[config.mk]
export PLATFORM = sky130hd
export DESIGN_NAME = twa_top
export DESIGN_NICKNAME = d
export VERILOG_FILES = /design/src/twa_top.v /design/src/twa_channel.v
export VERILOG_INCLUDE_DIRS = /design/src /design/src/src
export SDC_FILE = /design/constraint.sdc
export NUM_CORES = 1
export LEC_CHECK = 0
export ABC_AREA = 1
export BUFFER_PORTS_ARGS = -buffer_cell sky130_fd_sc_hd__buf_4
export CORE_AREA = 2 2 282 284
export DETAILED_ROUTE_END_ITERATION = 16
export DIE_AREA = 0 0 284 286
export PLACE_DENSITY_LB_ADDON = 0.15
export REMOVE_ABC_BUFFERS = 1
export SLEW_MARGIN = 20
export SYNTH_ARGS = -nofsm -noshare
export SYNTH_HDL_FRONTEND = slang
export SYNTH_SLANG_ARGS = --single-unit
[constraint.sdc]
create_clock -name mclk -period 4.8 [get_ports mclk]
set_input_delay 0.72 -clock mclk [delete_from_list [all_inputs] [get_ports mclk]]
set_output_delay 0.72 -clock mclk [all_outputs]
set_load 0.05 [all_outputs]
[src/twa_consts.vh]
`ifndef TWA_CONSTS_VH
`define TWA_CONSTS_VH

// ***********************************************
// register map, byte addresses
// ***********************************************
`define TWA_CH_SHIFT       4
`define TWA_OFF_CTRL       4'h0
`define TWA_OFF_SP         4'h4
`define TWA_OFF_TOTAL      4'h8
`define TWA_OFF_STAT       4'hc

// ***********************************************
// control fields
// ***********************************************
`define TWA_CTRL_RUN       0
`define TWA_CTRL_HOLD      1
`define TWA_CTRL_RESET     2
`define TWA_CTRL_RUN_WIRE  4
`define TWA_CTRL_HOLD_WIRE 5
`define TWA_CTRL_RST_WIRE  6
`define TWA_CTRL_RST_VAL   7'h02
`define TWA_SP_RST_VAL     18'h00000

// ***********************************************
// status fields
// ***********************************************
`define TWA_STAT_ALARM     0
`define TWA_STAT_RUNNING   1
`define TWA_STAT_HELD      2

// ***********************************************
// arithmetic and timing
// ***********************************************
`define TWA_VAL_W          18
`define TWA_FRAC_BITS      10
`define TWA_TOTAL_MAX      32'sd99999
`define TWA_TOTAL_MIN      -32'sd9999
`define TWA_CLK_PERIOD_NS  8
`define TWA_TICK_NS        1000000
// 1 ms of 8 ns cycles
`define TWA_TICK_CYCLES    24'd125000

`endif

[src/twa_top.v]
// Added by the designer: the Avalon-MM interface to the registers and the register offsets.
`timescale 1ns/1ps
`include "twa_consts.vh"

module twa_top #(
   parameter [23:0] TICK_CYCLES = `TWA_TICK_CYCLES
) (
   input  wire        mclk,
   input  wire        rst_n,
   input  wire [7:0]  avs_address,
   input  wire        avs_read,
   input  wire        avs_write,
   input  wire [31:0] avs_writedata,
   input  wire [3:0]  avs_byteenable,
   output reg  [31:0] avs_readdata,
   output wire        avs_waitrequest,
   input  wire [71:0] in_val_flat,
   input  wire [3:0]  wire_run,
   input  wire [3:0]  wire_hold,
   input  wire [3:0]  wire_reset,
   output wire [71:0] total_flat,
   output wire [3:0]  alarm,
   output wire        update_tick
);

   reg  [6:0]  ctrl [0:3];
   reg  [17:0] sp_q [0:3];
   reg  [3:0]  sw_rst;
   reg  [3:0]  sp_chg;
   reg         ack;
   reg  [23:0] tick_cnt;
   reg         tick;

   wire [1:0]  ch;
   wire [3:0]  reg_off;
   wire        mapped;
   wire        wr_go;
   wire [3:0]  eff_run;
   wire [3:0]  eff_hold;
   wire [3:0]  eff_zero;
   wire [3:0]  running;
   wire [17:0] sp_new;
   wire [31:0] sp_word;
   wire [3:0]  ctrl_wr;
   wire [3:0]  sp_wr;
   reg  [31:0] next_readdata;

   integer i;

   // ***********************************************
   // helpers
   // ***********************************************
   // wired source wins when selected
   function pick;
      input wired_sel;
      input wired_val;
      input sw_val;
      begin
         pick = wired_sel ? wired_val : sw_val;
      end
   endfunction

   // byte-lane merge of a 32-bit write
   function [31:0] merge;
      input [31:0] old;
      input [31:0] wdata;
      input [3:0]  be;
      integer k;
      begin
         merge = old;
         for (k = 0; k < 4; k = k + 1)
         begin
            if (be[k])
               merge[k*8 +: 8] = wdata[k*8 +: 8];
         end
      end
   endfunction

   // stored control bits; the reset bit is a pulse and reads 0
   function [6:0] ctrl_pack;
      input [31:0] wdata;
      begin
         ctrl_pack                      = 7'h00;
         ctrl_pack[`TWA_CTRL_RUN]       = wdata[`TWA_CTRL_RUN];
         ctrl_pack[`TWA_CTRL_HOLD]      = wdata[`TWA_CTRL_HOLD];
         ctrl_pack[`TWA_CTRL_RUN_WIRE]  = wdata[`TWA_CTRL_RUN_WIRE];
         ctrl_pack[`TWA_CTRL_HOLD_WIRE] = wdata[`TWA_CTRL_HOLD_WIRE];
         ctrl_pack[`TWA_CTRL_RST_WIRE]  = wdata[`TWA_CTRL_RST_WIRE];
      end
   endfunction

   // status word from the channel flags
   function [31:0] stat_word;
      input alm;
      input run_now;
      input held;
      begin
         stat_word                    = 32'h00000000;
         stat_word[`TWA_STAT_ALARM]   = alm;
         stat_word[`TWA_STAT_RUNNING] = run_now;
         stat_word[`TWA_STAT_HELD]    = held;
      end
   endfunction

   // one-hot select of the addressed channel
   function [3:0] ch_sel;
      input [1:0] c;
      begin
         ch_sel    = 4'h0;
         ch_sel[c] = 1'b1;
      end
   endfunction

   // ***********************************************
   // bus decode, one wait state on every access
   // ***********************************************
   assign ch              = avs_address[`TWA_CH_SHIFT+1:`TWA_CH_SHIFT];
   assign reg_off         = avs_address[`TWA_CH_SHIFT-1:0];
   assign mapped          = (avs_address[7:6] == 2'b00);
   assign avs_waitrequest = (avs_read | avs_write) & ~ack;
   assign wr_go           = avs_write & ack & mapped;
   // total and status ignore writes
   assign ctrl_wr         = (wr_go && (reg_off == `TWA_OFF_CTRL) && avs_byteenable[0]) ?
                            ch_sel(ch) : 4'h0;
   assign sp_wr           = (wr_go && (reg_off == `TWA_OFF_SP)) ? ch_sel(ch) : 4'h0;
   assign sp_word         = merge({14'h0000, sp_q[ch]}, avs_writedata, avs_byteenable);
   assign sp_new          = sp_word[17:0];

   always @(posedge mclk or negedge rst_n)
   begin
      if (!rst_n)
         ack <= 1'b0;
      else if (ack)
         ack <= 1'b0;
      else
         ack <= avs_read | avs_write;
   end

   // ***********************************************
   // read data, registered before the answer cycle
   // ***********************************************
   always @*
   begin
      next_readdata = 32'h00000000;
      if (mapped)
      begin
         case (reg_off)
            `TWA_OFF_CTRL:
               next_readdata = {25'h0000000, ctrl[ch]};
            `TWA_OFF_SP:
               next_readdata = {14'h0000, sp_q[ch]};
            `TWA_OFF_TOTAL:
               next_readdata = {14'h0000, total_flat[ch*18 +: 18]};
            `TWA_OFF_STAT:
               next_readdata = stat_word(alarm[ch], running[ch],
                                         eff_hold[ch] & eff_run[ch]);
            default:
               next_readdata = 32'h00000000;
         endcase
      end
   end

   always @(posedge mclk or negedge rst_n)
   begin
      if (!rst_n)
         avs_readdata <= 32'h00000000;
      else if (avs_read && !ack)
         avs_readdata <= next_readdata;
   end

   // ***********************************************
   // control and setpoint registers
   // ***********************************************
   always @(posedge mclk or negedge rst_n)
   begin
      if (!rst_n)
      begin
         for (i = 0; i < 4; i = i + 1)
         begin
            ctrl[i] <= `TWA_CTRL_RST_VAL;
            sp_q[i] <= `TWA_SP_RST_VAL;
         end
         sw_rst <= 4'h0;
         sp_chg <= 4'h0;
      end
      else
      begin
         sw_rst <= 4'h0;
         sp_chg <= 4'h0;
         for (i = 0; i < 4; i = i + 1)
         begin
            if (ctrl_wr[i])
            begin
               ctrl[i]   <= ctrl_pack(avs_writedata);
               sw_rst[i] <= avs_writedata[`TWA_CTRL_RESET];
            end
            if (sp_wr[i])
            begin
               sp_q[i]   <= sp_new;
               sp_chg[i] <= (sp_new != sp_q[i]);
            end
         end
      end
   end

   // ***********************************************
   // update tick
   // ***********************************************
   always @(posedge mclk or negedge rst_n)
   begin
      if (!rst_n)
      begin
         tick_cnt <= 24'h000000;
         tick     <= 1'b0;
      end
      else if (tick_cnt == TICK_CYCLES - 24'h000001)
      begin
         tick_cnt <= 24'h000000;
         tick     <= 1'b1;
      end
      else
      begin
         tick_cnt <= tick_cnt + 24'h000001;
         tick     <= 1'b0;
      end
   end

   assign update_tick = tick;

   // ***********************************************
   // four channels
   // ***********************************************
   genvar g;
   generate
      for (g = 0; g < 4; g = g + 1)
      begin : chan
         assign eff_run[g]  = pick(ctrl[g][`TWA_CTRL_RUN_WIRE],
                                   wire_run[g],
                                   ctrl[g][`TWA_CTRL_RUN]);
         assign eff_hold[g] = pick(ctrl[g][`TWA_CTRL_HOLD_WIRE],
                                   wire_hold[g],
                                   ctrl[g][`TWA_CTRL_HOLD]);
         assign eff_zero[g] = pick(ctrl[g][`TWA_CTRL_RST_WIRE],
                                   wire_reset[g],
                                   sw_rst[g]);

         twa_channel u_ch (
            .mclk    (mclk),
            .rst_n   (rst_n),
            .tick    (tick),
            .run     (eff_run[g]),
            .hold    (eff_hold[g]),
            .zero    (eff_zero[g]),
            .sp_chg  (sp_chg[g]),
            .sp      (sp_q[g]),
            .in_val  (in_val_flat[g*18 +: 18]),
            .total   (total_flat[g*18 +: 18]),
            .alarm   (alarm[g]),
            .running (running[g])
         );
      end
   endgenerate

endmodule // twa_top

[src/twa_channel.v]
`timescale 1ns/1ps
`include "twa_consts.vh"

module twa_channel (
   input  wire        mclk,
   input  wire        rst_n,
   input  wire        tick,
   input  wire        run,
   input  wire        hold,
   input  wire        zero,
   input  wire        sp_chg,
   input  wire [17:0] sp,
   input  wire [17:0] in_val,
   output wire [17:0] total,
   output reg         alarm,
   output wire        running
);

   localparam signed [31:0] ACC_MAX = `TWA_TOTAL_MAX <<< `TWA_FRAC_BITS;
   localparam signed [31:0] ACC_MIN = `TWA_TOTAL_MIN <<< `TWA_FRAC_BITS;

   reg  signed [31:0] acc;
   wire signed [31:0] in_ext;
   wire signed [17:0] tot_s;
   wire signed [17:0] sp_s;
   wire               hit;

   // ***********************************************
   // clamp to the total limits
   // ***********************************************
   function signed [31:0] clamp;
      input signed [31:0] v;
      begin
         if (v > ACC_MAX)
            clamp = ACC_MAX;
         else if (v < ACC_MIN)
            clamp = ACC_MIN;
         else
            clamp = v;
      end
   endfunction

   assign running = run & ~hold;
   assign in_ext  = {{14{in_val[17]}}, in_val};
   assign total   = acc[`TWA_FRAC_BITS+17:`TWA_FRAC_BITS];
   assign tot_s   = total;
   assign sp_s    = sp;

   // ***********************************************
   // integration, one tick is one time-base unit
   // ***********************************************
   always @(posedge mclk or negedge rst_n)
   begin
      if (!rst_n)
         acc <= 32'sd0;
      else if (zero)
         acc <= 32'sd0;
      else if (tick && running)
         acc <= clamp(acc + in_ext);
      // otherwise frozen
   end

   // ***********************************************
   // alarm, latched, evaluated in run and hold
   // ***********************************************
   assign hit = ((sp_s > 18'sd0) && (tot_s > sp_s)) ||
                ((sp_s < 18'sd0) && (tot_s < sp_s));

   always @(posedge mclk or negedge rst_n)
   begin
      if (!rst_n)
         alarm <= 1'b0;
      else if (zero || (sp_s == 18'sd0))
         alarm <= 1'b0;
      else if (hit)
         alarm <= 1'b1;
      else if (sp_chg)
         alarm <= 1'b0;
   end

endmodule // twa_channel

==> metrics.md, run 1 <==
| Metric | Value |
|---|---|
| Outcome | `completed` |
| Clk sinks | `276` |
| Reg-to-Reg End | `chan[2].u_ch.acc[28]` |
| Post-Syn Area | `27200 µm²` |
| Synth warnings | `0` |
| Reg2Reg Setup Slack | `0.80 ns` |
| Routed via count | `28400` |
| # IOs | `242` |
| Top_reg_cell synth | `dfrtp_1` |
| Worst-path fanout max | `9` |
| Filler cells | `8571` |
| DIE WIDTH | `284 µm` |
| Worst Tran Pin Value | `1.02 ns` |
| Global route overflow | `0` |
| Crit-path leading delay family | `simple AND/OR/NAND/NOR gates` |
| Placed wire-length estimate | `85900 µm` |
| GR peak layer | `met2` |
| Site Rows | `103` |
| Post-Syn Instances | `4390` |
| Pwr Density | `216 nW/µm²` |
| PortBufs | `212` |
| Antenna diode count | `0` |
| Root Buffer | `clkbuf_16` |
| Worst-path clk slew | `0.06 ns` |
| Hold Path Class | `input port to asynchronous set/reset pin` |
| Initial Util | `0.348` |
| # H-tree levels | `2` |
| Leakage | `17.4 nW` |
| Yosys reg bits | `276` |
| Hold_buf cts | `0` |
| Reg2Reg Depth | `19` |
| Max Cap Viol | `0` |
| Overall global routing resource usage | `0.257` |
| Initial antenna violation count | `5` |
| Placer congestion estimate | `0.987` |
| Vias per Instance | `5.04` |
| CP max stage delay | `0.53 ns` |
| RSZ-0062 raised after global routing | `no` |
| Achievable Freq | `0.250 GHz` |
| Async SR Flop Fraction | `1.00` |
| Share of cells above drive strength 1 | `0.0971` |
| Avg Inst Size Synth | `6.20 µm²` |
| Total CTS buffers | `39` |
| CTS resizes | `0` |
| Setup TNS | `0 ns` |
| Die Ht | `286 µm` |
| Post-synth EDFFs | `0` |
| Worst clock skew | `0.0275 ns` |
| Met3 usage | `0.0396` |
| Slew margin rel. | `0.316` |
| Hold WS | `0.210 ns` |
| Pre-antenna DRT Iters | `8` |
| First-pass GRT wire length | `161000 µm` |
| Post-CTS setup buffers | `0` |
| Kind of start point of the critical path | `register` |
| Final nets | `4899` |
| Fin crit period | `4.00 ns` |
| Skew-Pair Late Insertion Delay | `0.59 ns` |
| Crit path kind | `register to register` |
| Initial DRC count | `2051` |
| Setup violators final | `0` |
| Crit. End Element | `register` |
| Met1 Track Usage GR | `0.341` |
| Die ar. | `81200 µm²` |
| Crit Reg-Reg Startpoint | `chan[2].u_ch.acc[15]` |
| Critical path's slowest cell | `dfrtp_1` |
| Met2 usage | `0.421` |
| Largest net degree at the start of global routing | `96` |
| Residual DRC count | `0` |
| VDD IR max | `0.000247 V` |
| Final hold vios | `0` |
| Final ANT Viol Nets | `0` |
| Sequential element share of the synthesized area | `0.254` |
| DRT Wirelength | `106000 µm` |
| Crit path cell chain | `ha_1 -> nand4_1 -> nor3_1 -> nand2_1 -> nand2_1 -> nand2_1 -> nand2_1 -> nand3_1 -> nor3_1 -> nand2_1 -> nand4_1 -> nand3_1 -> nand2_1 -> nand2_1 -> ha_1 -> clkinv_1 -> a21oi_1 -> nand2_1 -> nand2_1` |
| Core area | `78400 µm²` |
| Buf/Inv on CP | `1` |
| CP arrival | `4.50 ns` |
| Area Growth Syn to Fin | `14.1%` |
| Longest Clk Path Bufs | `3` |
| Max Slew Vio Count | `0` |
| Final Cycle Share | `0.833` |
| WP data required | `5.31 ns` |
| Distinct cells, synth | `58` |
| WL/cell | `18.8 µm` |
| CP dominant cell by count | `nand2_1` |
| Vias in the first global route | `27100` |
| CTS tree | `yes` |
## layout by cell type, fill, tap and decap left out, types with 13 or more instances in the layout
master	instances
o221ai_1	17
xor2_1	53
buf_4	272
conb_1	14
inv_1	675
o21ai_0	249
nor2_1	377
a21oi_1	185
ha_1	201
a21o_1	13
nand2_1	1488
clkbuf_16	40
nand2_2	44
nor3_1	46
dfrtp_1	272
a22oi_1	55
xnor2_1	15
nand3b_1	33
o22ai_1	44
nand4_1	94
nand3_1	223
nor4_1	16
## layout make-up
class | count | area (µm²) | area share
clock buffer | 52 | 1120 | 0.0359
clock inverter | 20 | 219 | 0.00705
inverter | 689 | 2590 | 0.0832
multi-input combinational | 3279 | 16800 | 0.540
sequential | 276 | 6910 | 0.222
tap | 1050 | 1310 | 0.0423
timing repair buffer | 277 | 2140 | 0.0688
## synth_stat cells, drive strengths merged, types with 17 or more instances
library cell     n  area share
nand4           96       0.023
o221ai          17      0.0055
nor2           390       0.055
o22ai           44       0.010
nand3          229       0.043
a22oi           55       0.015
xor2            53       0.017
nand3b          33      0.0091
nand2         1534        0.22
clkbuf          48      0.0066
ha             201       0.092
nor3            57       0.013
a21oi          187       0.035
inv            680       0.094
o21ai          258       0.048
dfrtp          272        0.25
buf            111       0.030
## registers in the layout, indices dropped and copies added, names as in the netlist
| name | count |
|---|---|
| sp_q | 72 |
| avs_readdata | 18 |
| chan.u_ch.acc | 128 |
| chan.u_ch.alarm | 4 |
| tick_cnt | 24 |
| ctrl | 20 |
| sw_rst | 4 |
| ack | 1 |
| sp_chg | 4 |
| update_tick | 1 |
## worst register-to-register path, cell delays in order (launching register included)
cell and delay (ns):
dfrtp_1 0.53, ha_1 0.49, nand4_1 0.20, nor3_1 0.29, nand2_1 0.15, nand2_1 0.10
nand2_1 0.05, nand2_1 0.09, nand3_1 0.11, nor3_1 0.14, nand2_1 0.08, nand4_1 0.14
nand3_1 0.09, nand2_1 0.06, nand2_1 0.05, ha_1 0.51, clkinv_1 0.40, a21oi_1 0.28
nand2_1 0.08, nand2_1 0.08
## worst max-delay path by stage
stage / startpoint / end / slack [ns] / cells after the start
6_report: chan[2].u_ch.acc[15] / chan[2].u_ch.acc[28] / 0.80 / 19
3_5_place_dp: in_val_flat[36] / chan[2].u_ch.acc[28] / 0.45 / 22
3_3_place_gp: in_val_flat[36] / chan[2].u_ch.acc[28] / 0.45 / 22
5_1_grt: chan[0].u_ch.acc[0] / chan[0].u_ch.acc[2] / 0.44 / 23
2_1_floorplan: avs_address[4] / sp_q[60] / 0.90 / 6
4_1_cts: chan[2].u_ch.acc[0] / chan[2].u_ch.acc[28] / 0.88 / 21
## routing by layer
layer | vias to the layer above | part of all wire
met5 | - | 0.00049
met4 | 8 | 0.039
met3 | 176 | 0.061
met2 | 809 | 0.45
met1 | 13100 | 0.45
li1 | 14400 | -
## kinds of logic (layout without fill, tap and decap cells)
logic type	count (synthesis)	in the layout	synth area share
other	1	14	0.000138
buffers and inverters	848	1038	0.132
AOI/OAI and AO/OA	618	618	0.130
xor gates and xnor gates	68	68	0.0219
and+or+nand+nor	2371	2371	0.366
muxes	3	3	0.00110
DFF	276	276	0.254
adders and majority gates	205	205	0.0953
## power by group
| group | internal [mW] | switching (mW) |
|---|---|---|
| Sequential | 2.37 | 0.0549 |
| Combinational | 0.349 | 0.858 |
| Clock | 1.81 | 1.26 |
## metrics by stage
step | power [mW] | area, µm² | setup WS (ns) | instances | util
after floorplan | 3.15 | 26300 | 0.904 | 4244 | -
after global placement | 3.66 | 29700 | 0.454 | 5571 | 0.379
after detailed placement | 3.66 | 29700 | 0.453 | 5571 | 0.379
after CTS | 6.78 | 31100 | 0.878 | 5643 | 0.397
after global routing | 6.98 | 31100 | 0.438 | 5643 | 0.397
final | 6.70 | 31100 | 0.802 | 5643 | 0.397
Note: power is estimated with default switching activity, not from simulation.
==> inputs of run 2 (changes only) <==
--- a/config.mk
+++ b/config.mk
@@ -6,11 +6,11 @@
 export SDC_FILE = /design/constraint.sdc
 export NUM_CORES = 1
 export LEC_CHECK = 0
-export ABC_AREA = 1
+export ABC_AREA = 0
 export BUFFER_PORTS_ARGS = -buffer_cell sky130_fd_sc_hd__buf_4
-export CORE_AREA = 2 2 282 284
+export CORE_AREA = 2 2 268 270
 export DETAILED_ROUTE_END_ITERATION = 16
-export DIE_AREA = 0 0 284 286
+export DIE_AREA = 0 0 270 272
 export PLACE_DENSITY_LB_ADDON = 0.15
 export REMOVE_ABC_BUFFERS = 1
 export SLEW_MARGIN = 20
==> constraint.sdc (replaced) <==
create_clock -name mclk -period 4 [get_ports mclk]
set_input_delay 0.6 -clock mclk [delete_from_list [all_inputs] [get_ports mclk]]
set_output_delay 0.6 -clock mclk [all_outputs]
set_load 0.05 [all_outputs]
==> metrics.md, run 2 <==
| Metric | Value |
|---|---|
| Top reg by flops | `chan.u_ch.acc` |
| Crit path kind | `register to register` |
| RSZ-0062 raised after global routing | `yes` |
| Achievable Freq | `0.234 GHz (-6.3%)` |
| Max Slew Vio Count | `0 (unchanged)` |
| WL/cell | `21.8 µm (+16%)` |
| Hold EP | `ack` |
| Kind of start point of the critical path | `register` |
| Overall global routing resource usage | `0.262 (+0.00467)` |
| Max reg flops | `128 (unchanged)` |
| Async SR Flop Fraction | `1.00 (unchanged)` |
| WP data required | `4.44 ns (-0.87 ns)` |
| Synth warnings | `0 (unchanged)` |
| Clk sinks | `276 (unchanged)` |
| Residual DRC count | `0 (unchanged)` |
| Vias in the first global route | `25600 (-5.5%)` |
| Routed via count | `25300 (-11%)` |
| Distinct cells, synth | `103 (+78%)` |
| Max Cap Viol | `0 (unchanged)` |
| Reg-to-Reg End | `chan[0].u_ch.acc[10]` |
| Crit Reg-Reg Startpoint | `chan[0].u_ch.acc[0]` |
| Post-synth top cells | `292 x nand2_1, 272 x dfrtp_1, 223 x o21ai_0, 201 x ha_1, 185 x a21oi_1` |
| Post-Syn Instances | `2812 (-36%)` |
| Initial DRC count | `1770 (-14%)` |
| Placed wire-length estimate | `78500 µm (-8.6%)` |
| Final nets | `3924 (-20%)` |
| Violated checks | `negative setup slack` |
| Top cells by area, synth | `dfrtp_1 28%, ha_1 10%, xnor2_1 4.6%` |
| Yosys reg bits | `276 (unchanged)` |
| Post-synth EDFFs | `0 (unchanged)` |
| Placed Area | `31300 µm² (+5.2%)` |
| Top_reg_cell synth | `dfrtp_1` |
| Area occupied by registers | `6910 µm² (unchanged)` |
| Worst Tran Pin Value | `1.10 ns (+0.0776 ns)` |
| Placer congestion estimate | `0.977 (-0.98%)` |
| Crit path cell chain | `ha_2 -> fa_2 -> a21o_1 -> a21o_1 -> a211o_1 -> a31oi_4 -> o22a_1 -> nor2_2 -> nor3_2 -> or3b_4 -> nor4b_4 -> nand4_1 -> ha_4 -> inv_4 -> and3_4 -> buf_4 -> nand2b_4 -> o221ai_4 -> a21oi_2` |
| CTS tree | `yes` |
| Footprint of the multi-input gates | `17200 µm² (+2.2%)` |
| Worst-path fanout max | `4 (-5)` |
| Largest regs | `chan.u_ch.acc (128), sp_q (72), tick_cnt (24)` |
| Final hold vios | `0 (unchanged)` |
| Final setup margin | `-0.266 ns (-1.07 ns)` |
| # IOs | `242 (unchanged)` |
| DRT Wirelength | `99500 µm (-6.4%)` |
| Largest net degree at the start of global routing | `111 (+16%)` |
| Total CTS buffers | `36 (-7.7%)` |
| PortBufs | `212 (unchanged)` |
| Root Buffer | `clkbuf_16` |
| Filler cells | `6792 (-21%)` |
| Initial antenna violation count | `1 (-4)` |
| Most common cell in the synthesized netlist | `nand2_1` |
| Post-synth top area cell | `dfrtp_1` |
| Die Ht | `272 µm (-4.9%)` |
| Global route overflow | `0 (unchanged)` |
| Site Rows | `98 (-4.9%)` |
| Most common cell after layout, fill and taps aside | `buf_4` |
| Pre-antenna DRT Iters | `5 (-3)` |
| Antenna diode count | `0 (unchanged)` |
| Crit. End Element | `register` |
| DIE WIDTH | `270 µm (-4.9%)` |
| Critical path's slowest cell | `or3b_4` |
| Final Cycle Share | `1.07 (+0.233)` |
| Skew-Pair Late Insertion Delay | `0.56 ns (-0.03 ns)` |
| Most frequent cells in the layout | `887 x buf_4, 276 x nand2_1, 272 x dfrtp_1, 192 x ha_1, 173 x a21oi_1` |
| Hold depth | `3` |
| Area Growth Syn to Fin | `39.9%` |
| Hold Path Class | `input port to register` |
| Worst-path clk slew | `0.06 ns (about the same)` |
| Post-Layout Inst Area | `34200 µm² (+10%)` |
| Reg2Reg Setup Slack | `-0.27 ns (-1.07 ns)` |
| Initial Util | `0.345 (-0.00237)` |
| Synth top area share | `0.279 (+0.0288)` |
| CP arrival | `4.71 ns (+0.21 ns)` |
| Core area | `70800 µm² (-9.7%)` |
| Pwr Density | `231 nW/µm² (+7.3%)` |
| Overall power | `7.91 mW (+18%)` |
| Share of cells above drive strength 1 | `0.357 (+0.260)` |
| CP max stage delay | `0.42 ns (-0.11 ns)` |
| Vias per Instance | `5.54 (+10%)` |
| Avg Inst Size Synth | `8.69 µm² (+40%)` |
| Final ANT Viol Nets | `0 (unchanged)` |
| Slew margin rel. | `0.263 (-0.0527)` |
| Reg2Reg Depth | `19 (unchanged)` |
| Sequential element share of the synthesized area | `0.283 (+0.0292)` |
| Hold WS | `0.314 ns (+0.104 ns)` |
| Die ar. | `73400 µm² (-9.6%)` |
| Fin crit period | `4.27 ns (+0.267 ns)` |
| Worst clock skew | `0.0189 ns (-0.00859 ns)` |
| First-pass GRT wire length | `151000 µm (-6.7%)` |
| Worst Hold Launch | `avs_read` |
| Leakage | `16.3 nW (-6.6%)` |
| Outcome | `finished with violations` |
| Longest Clk Path Bufs | `3 (unchanged)` |
| Post-Syn Area | `24400 µm² (-10%)` |
| # H-tree levels | `2 (unchanged)` |
| CP dominant cell by count | `a21o_1` |
| VDD IR max | `0.000264 V (+7.0%)` |
| Setup violators final | `93 (+93)` |
run 2: final cells by class:
class / count / area share
Tap cell: 950 / 0.0348
Inverter: 111 / 0.0123
Multi-Input combinational cell: 2233 / 0.502
Clock inverter: 13 / 0.00538
Sequential cell: 276 / 0.202
Timing Repair Buffer: 929 / 0.213
Clock buffer: 52 / 0.0302
run 2: how the worst max path moves through the flow:
stage	startpoint	endpoint	slack, ns
4_1_cts	chan[1].u_ch.acc[0]	chan[1].u_ch.acc[11]	-0.20
3_5_place_dp	in_val_flat[0]	chan[0].u_ch.acc[17]	-1.0
6_report	chan[0].u_ch.acc[0]	chan[0].u_ch.acc[10]	-0.27
5_1_grt	chan[0].u_ch.acc[0]	chan[0].u_ch.acc[12]	-0.41
3_3_place_gp	in_val_flat[0]	chan[0].u_ch.acc[17]	-0.87
2_1_floorplan	chan[0].u_ch.acc[10]	chan[0].u_ch.acc[6]	-1.12
run 2: cells by family (layout without fill, tap and decap cells):
family                     after synthesis  after routing  synth area share
AOI/OAI and AO/OA                      851            851             0.235
adders and majority gates              205            205             0.106
and+or+nand+nor                        858            858             0.172
muxes                                  115            115            0.0712
DFF                                    276            276             0.283
other                                    1             14          0.000154
buffers and inverters                  316           1105            0.0646
xor gates and xnor gates               190            190            0.0681
run 2: report_power, final:
part,switching (mW),internal (mW)
Combinational,0.884,0.715
Clock,1.38,2.06
Sequential,0.0539,2.82
Total,2.31,5.60
run 2: what timing repair did:
| item | in CTS | in global routing |
|---|---|---|
| endpoints found under the hold margin | 38 | 0 |
| gates cloned | 4 | 4 |
| endpoints found under the setup margin | 128 | 128 |
| hold buffers | 1 | 0 |
| pin swaps | 77 | 102 |
| setup buffers | 22 | 15 |
| resized for setup | 181 | 164 |
run 2: worst max-delay path, delay by kind of cell, from the launching register on:
kind / cells / cell delay [ns]
buffers and inverters: 2 / 0.21
and+or+nand+nor: 7 / 1.39
DFF: 1 / 0.38
adders and majority gates: 3 / 0.81
AOI/OAI and AO/OA: 7 / 1.34
run 2: routing by layer:
layer | vias to the layer above | routed length (µm) | global-route usage
li1 | 11900 | - | -
met1 | 12500 | 42600 | 0.333
met2 | 733 | 47200 | 0.442
met3 | 193 | 5200 | 0.0355
met4 | 0 | 4580 | 0.116
met5 | - | 0 | 0
run 2: through the flow:
step	worst slack, ns	std cells	TNS [ns]	util
5_1_grt	-0.411	4564	-28.96	0.483
2_1_floorplan	-1.12	2620	-66.28	-
6_report	-0.266	4564	-12.67	0.483
3_3_place_gp	-0.873	4458	-84.98	0.442
4_1_cts	-0.199	4547	-9.16	0.471
3_5_place_dp	-0.999	4458	-93.43	0.442
==> inputs of run 3 (changes only) <==
--- a/config.mk
+++ b/config.mk
@@ -7,10 +7,11 @@
 export NUM_CORES = 1
 export LEC_CHECK = 0
 export ABC_AREA = 0
-export BUFFER_PORTS_ARGS = -buffer_cell sky130_fd_sc_hd__buf_4
 export CORE_AREA = 2 2 268 270
+export CTS_BUF_LIST = sky130_fd_sc_hd__clkbuf_8
 export DETAILED_ROUTE_END_ITERATION = 16
 export DIE_AREA = 0 0 270 272
+export DONT_BUFFER_PORTS = 1
 export PLACE_DENSITY_LB_ADDON = 0.15
 export REMOVE_ABC_BUFFERS = 1
 export SLEW_MARGIN = 20
==> metrics.md, run 3 (same netlist as run 2, synthesis figures left out) <==
| Metric | Value |
|---|---|
| First-pass GRT wire length | `147000 µm (-2.7%)` |
| Logic pwr share | `0.181 (-0.021)` |
| Reg2Reg Setup Slack | `-0.35 ns (-0.08 ns)` |
| Skew-Pair Late Insertion Delay | `0.69 ns (+0.13 ns)` |
| Vias per Instance | `5.66 (+2.2%)` |
| DRT Wirelength | `97500 µm (-2.0%)` |
| Hold Path Class | `input port to asynchronous set/reset pin` |
| Largest net degree at the start of global routing | `277 (+150%)` |
| Root Buffer | `clkbuf_8` |
| Total CTS buffers | `53 (+47%)` |
| Slew margin rel. | `0.251 (-0.0129)` |
| Pwr Density | `228 nW/µm² (-1.5%)` |
| Crit. End Element | `register` |
| Outcome | `finished with violations` |
| Crit Reg-Reg Startpoint | `chan[1].u_ch.acc[0]` |
| Achievable Freq | `0.230 GHz (-1.9%)` |
| Int Power | `5.12 mW (-8.6%)` |
| Placed wire-length estimate | `75000 µm (-4.4%)` |
| DIE WIDTH | `270 µm (unchanged)` |
| Site Rows | `98 (unchanged)` |
| Overall global routing resource usage | `0.256 (-0.00536)` |
| Longest Clk Path Bufs | `3 (unchanged)` |
| Max Cap Viol | `0 (unchanged)` |
| Clk pwr share | `0.421 (-0.013)` |
| Switching pwr | `2.18 mW (-5.7%)` |
| Die Ht | `272 µm (unchanged)` |
| Worst clock skew | `0.0576 ns (+0.0388 ns)` |
| Most common cell after layout, fill and taps aside | `buf_4` |
| CTS tree | `yes` |
| Worst-path clk slew | `0.06 ns (about the same)` |
| Initial antenna violation count | `6 (+5)` |
| Worst-path fanout max | `6 (+2)` |
| Placer congestion estimate | `0.988 (+1.1%)` |
| Global route overflow | `0 (unchanged)` |
| # IOs | `242 (unchanged)` |
| Initial Util | `0.345 (unchanged)` |
| VDD IR max | `0.000219 V (-17%)` |
| Worst Tran Pin Value | `1.12 ns (+0.0179 ns)` |
| Reg2Reg Depth | `17 (-2)` |
| Pre-antenna DRT Iters | `8 (+3)` |
| Die ar. | `73400 µm² (unchanged)` |
| Initial DRC count | `1640 (-7.3%)` |
| WL/cell | `22.7 µm (+4.2%)` |
| Switching share of power | `0.299 (+0.00651)` |
| RSZ-0062 raised after global routing | `yes` |
| Reg-to-Reg End | `chan[1].u_ch.acc[12]` |
| PortBufs | `0 (-100%)` |
| Max reg flops | `128 (unchanged)` |
| Crit path kind | `register to register` |
| Hold WS | `-0.339 ns (-0.654 ns)` |
| Place WS | `-1.02 ns (-0.0263 ns)` |
| Largest regs | `chan.u_ch.acc (128), sp_q (72), tick_cnt (24)` |
| Fin crit period | `4.35 ns (+0.0809 ns)` |
| Routed via count | `24300 (-3.9%)` |
| Vias in the first global route | `24100 (-5.8%)` |
| Residual DRC count | `0 (unchanged)` |
| CP arrival | `4.88 ns (+0.17 ns)` |
| Final Cycle Share | `1.09 (+0.0202)` |
| Final nets | `3637 (-7.3%)` |
| Area Growth Syn to Fin | `31.0%` |
| Setup violators final | `97 (+4.3%)` |
| Share of cells above drive strength 1 | `0.309 (-0.0475)` |
| Leakage | `14.9 nW (-8.9%)` |
| Final setup margin | `-0.346 ns (-0.0809 ns)` |
| Hold_buf cts | `2 (+1)` |
| Clk sinks | `276 (unchanged)` |
| WP data required | `4.53 ns (+0.09 ns)` |
| Reg power frac | `0.398 (+0.034)` |
| Violated checks | `negative hold slack, negative setup slack` |
| Final hold vios | `272 (+272)` |
| Final ANT Viol Nets | `0 (unchanged)` |
| Max Slew Vio Count | `0 (unchanged)` |
| Top reg by flops | `chan.u_ch.acc` |
| Kind of start point of the critical path | `register` |
| Core area | `70800 µm² (unchanged)` |
| Most frequent cells in the layout | `575 x buf_4, 278 x nand2_1, 272 x dfrtp_1, 193 x ha_1, 165 x a21oi_1` |
| # H-tree levels | `2 (unchanged)` |
-- run 3: cell count changes in the layout (fill, tap and decap cells not counted), sizes merged --
cell         change
clkbuf          +15
diode            +5
clkinvlp         -1
buf            -306
bufinv           -1
inv             +14
clkinv           +2
dlygate4sd3      +1
-- run 3: worst max-delay path, cell delays in order (launching register included) --
cell and delay (ns):
dfrtp_1 0.41, ha_4 0.18, fa_2 0.34, a21o_1 0.18
a31o_4 0.24, a311o_1 0.41, buf_6 0.18, a211oi_4 0.26
a21oi_2 0.09, o21ai_1 0.17, and2_4 0.16, and3_1 0.15
nand3_1 0.08, or4_4 0.50, ha_4 0.32, nor2_4 0.06
buf_12 0.18, a221o_1 0.32
-- run 3: cell type report --
type	count	area, µm²
well taps	950	1190
clock buffers	66	908
flip-flops and latches	276	6910
multi-input cells	2233	17300
clock inverters	27	215
fillers	6846	38700
repair buffers	625	5080
diodes	5	12.5
inverters	111	422
-- run 3: what timing repair did --
action	in CTS	in global routing
endpoints found under the setup margin	128	128
gates cloned	7	5
gates resized for setup	194	186
setup buffers	17	29
hold endpoints to repair	277	276
pin swaps	86	107
-- run 3: per-layer routing --
metal	global-route usage	part of all wire	up-vias
met1	0.324	0.42	12000
met5	0	0	-
met4	0.0925	0.038	0
met2	0.440	0.48	747
li1	-	-	11400
met3	0.0430	0.058	175
-- run 3: metrics by stage --
| stage | util | TNS [ns] | total power [mW] | area (µm²) | cells |
|---|---|---|---|---|---|
| CTS | 0.437 | -9.53 | 7.27 | 30900 | 4262 |
| detailed placement | 0.409 | -82.56 | 4.11 | 28900 | 4146 |
| global route | 0.452 | -28.01 | 7.61 | 32000 | 4293 |
| finish | 0.452 | -13.21 | 7.30 | 32000 | 4293 |
| global placement | 0.409 | -77.02 | 4.10 | 28900 | 4146 |
| floorplan | - | -66.28 | 3.60 | 23300 | 2620 |
-- run 3: worst max-delay path by stage --
stage / start / cells past startpoint / end
3_3_place_gp: in_val_flat[0] / 18 / chan[0].u_ch.acc[17]
4_1_cts: chan[1].u_ch.acc[0] / 16 / chan[1].u_ch.acc[13]
6_report: chan[1].u_ch.acc[0] / 17 / chan[1].u_ch.acc[12]
3_5_place_dp: in_val_flat[0] / 18 / chan[0].u_ch.acc[17]
5_1_grt: chan[1].u_ch.acc[0] / 17 / chan[1].u_ch.acc[13]
2_1_floorplan: chan[0].u_ch.acc[10] / 15 / chan[0].u_ch.acc[6]
-- run 3: power by group through the flow --
stage	Sequential (mW)	Clock (mW)	Combinational, mW
2_1_floorplan	2.93	0	0.672
3_3_place_gp	2.95	0	1.15
3_5_place_dp	2.95	0	1.16
4_1_cts	2.90	3.15	1.22
5_1_grt	2.91	3.28	1.42
6_report	2.90	3.07	1.32
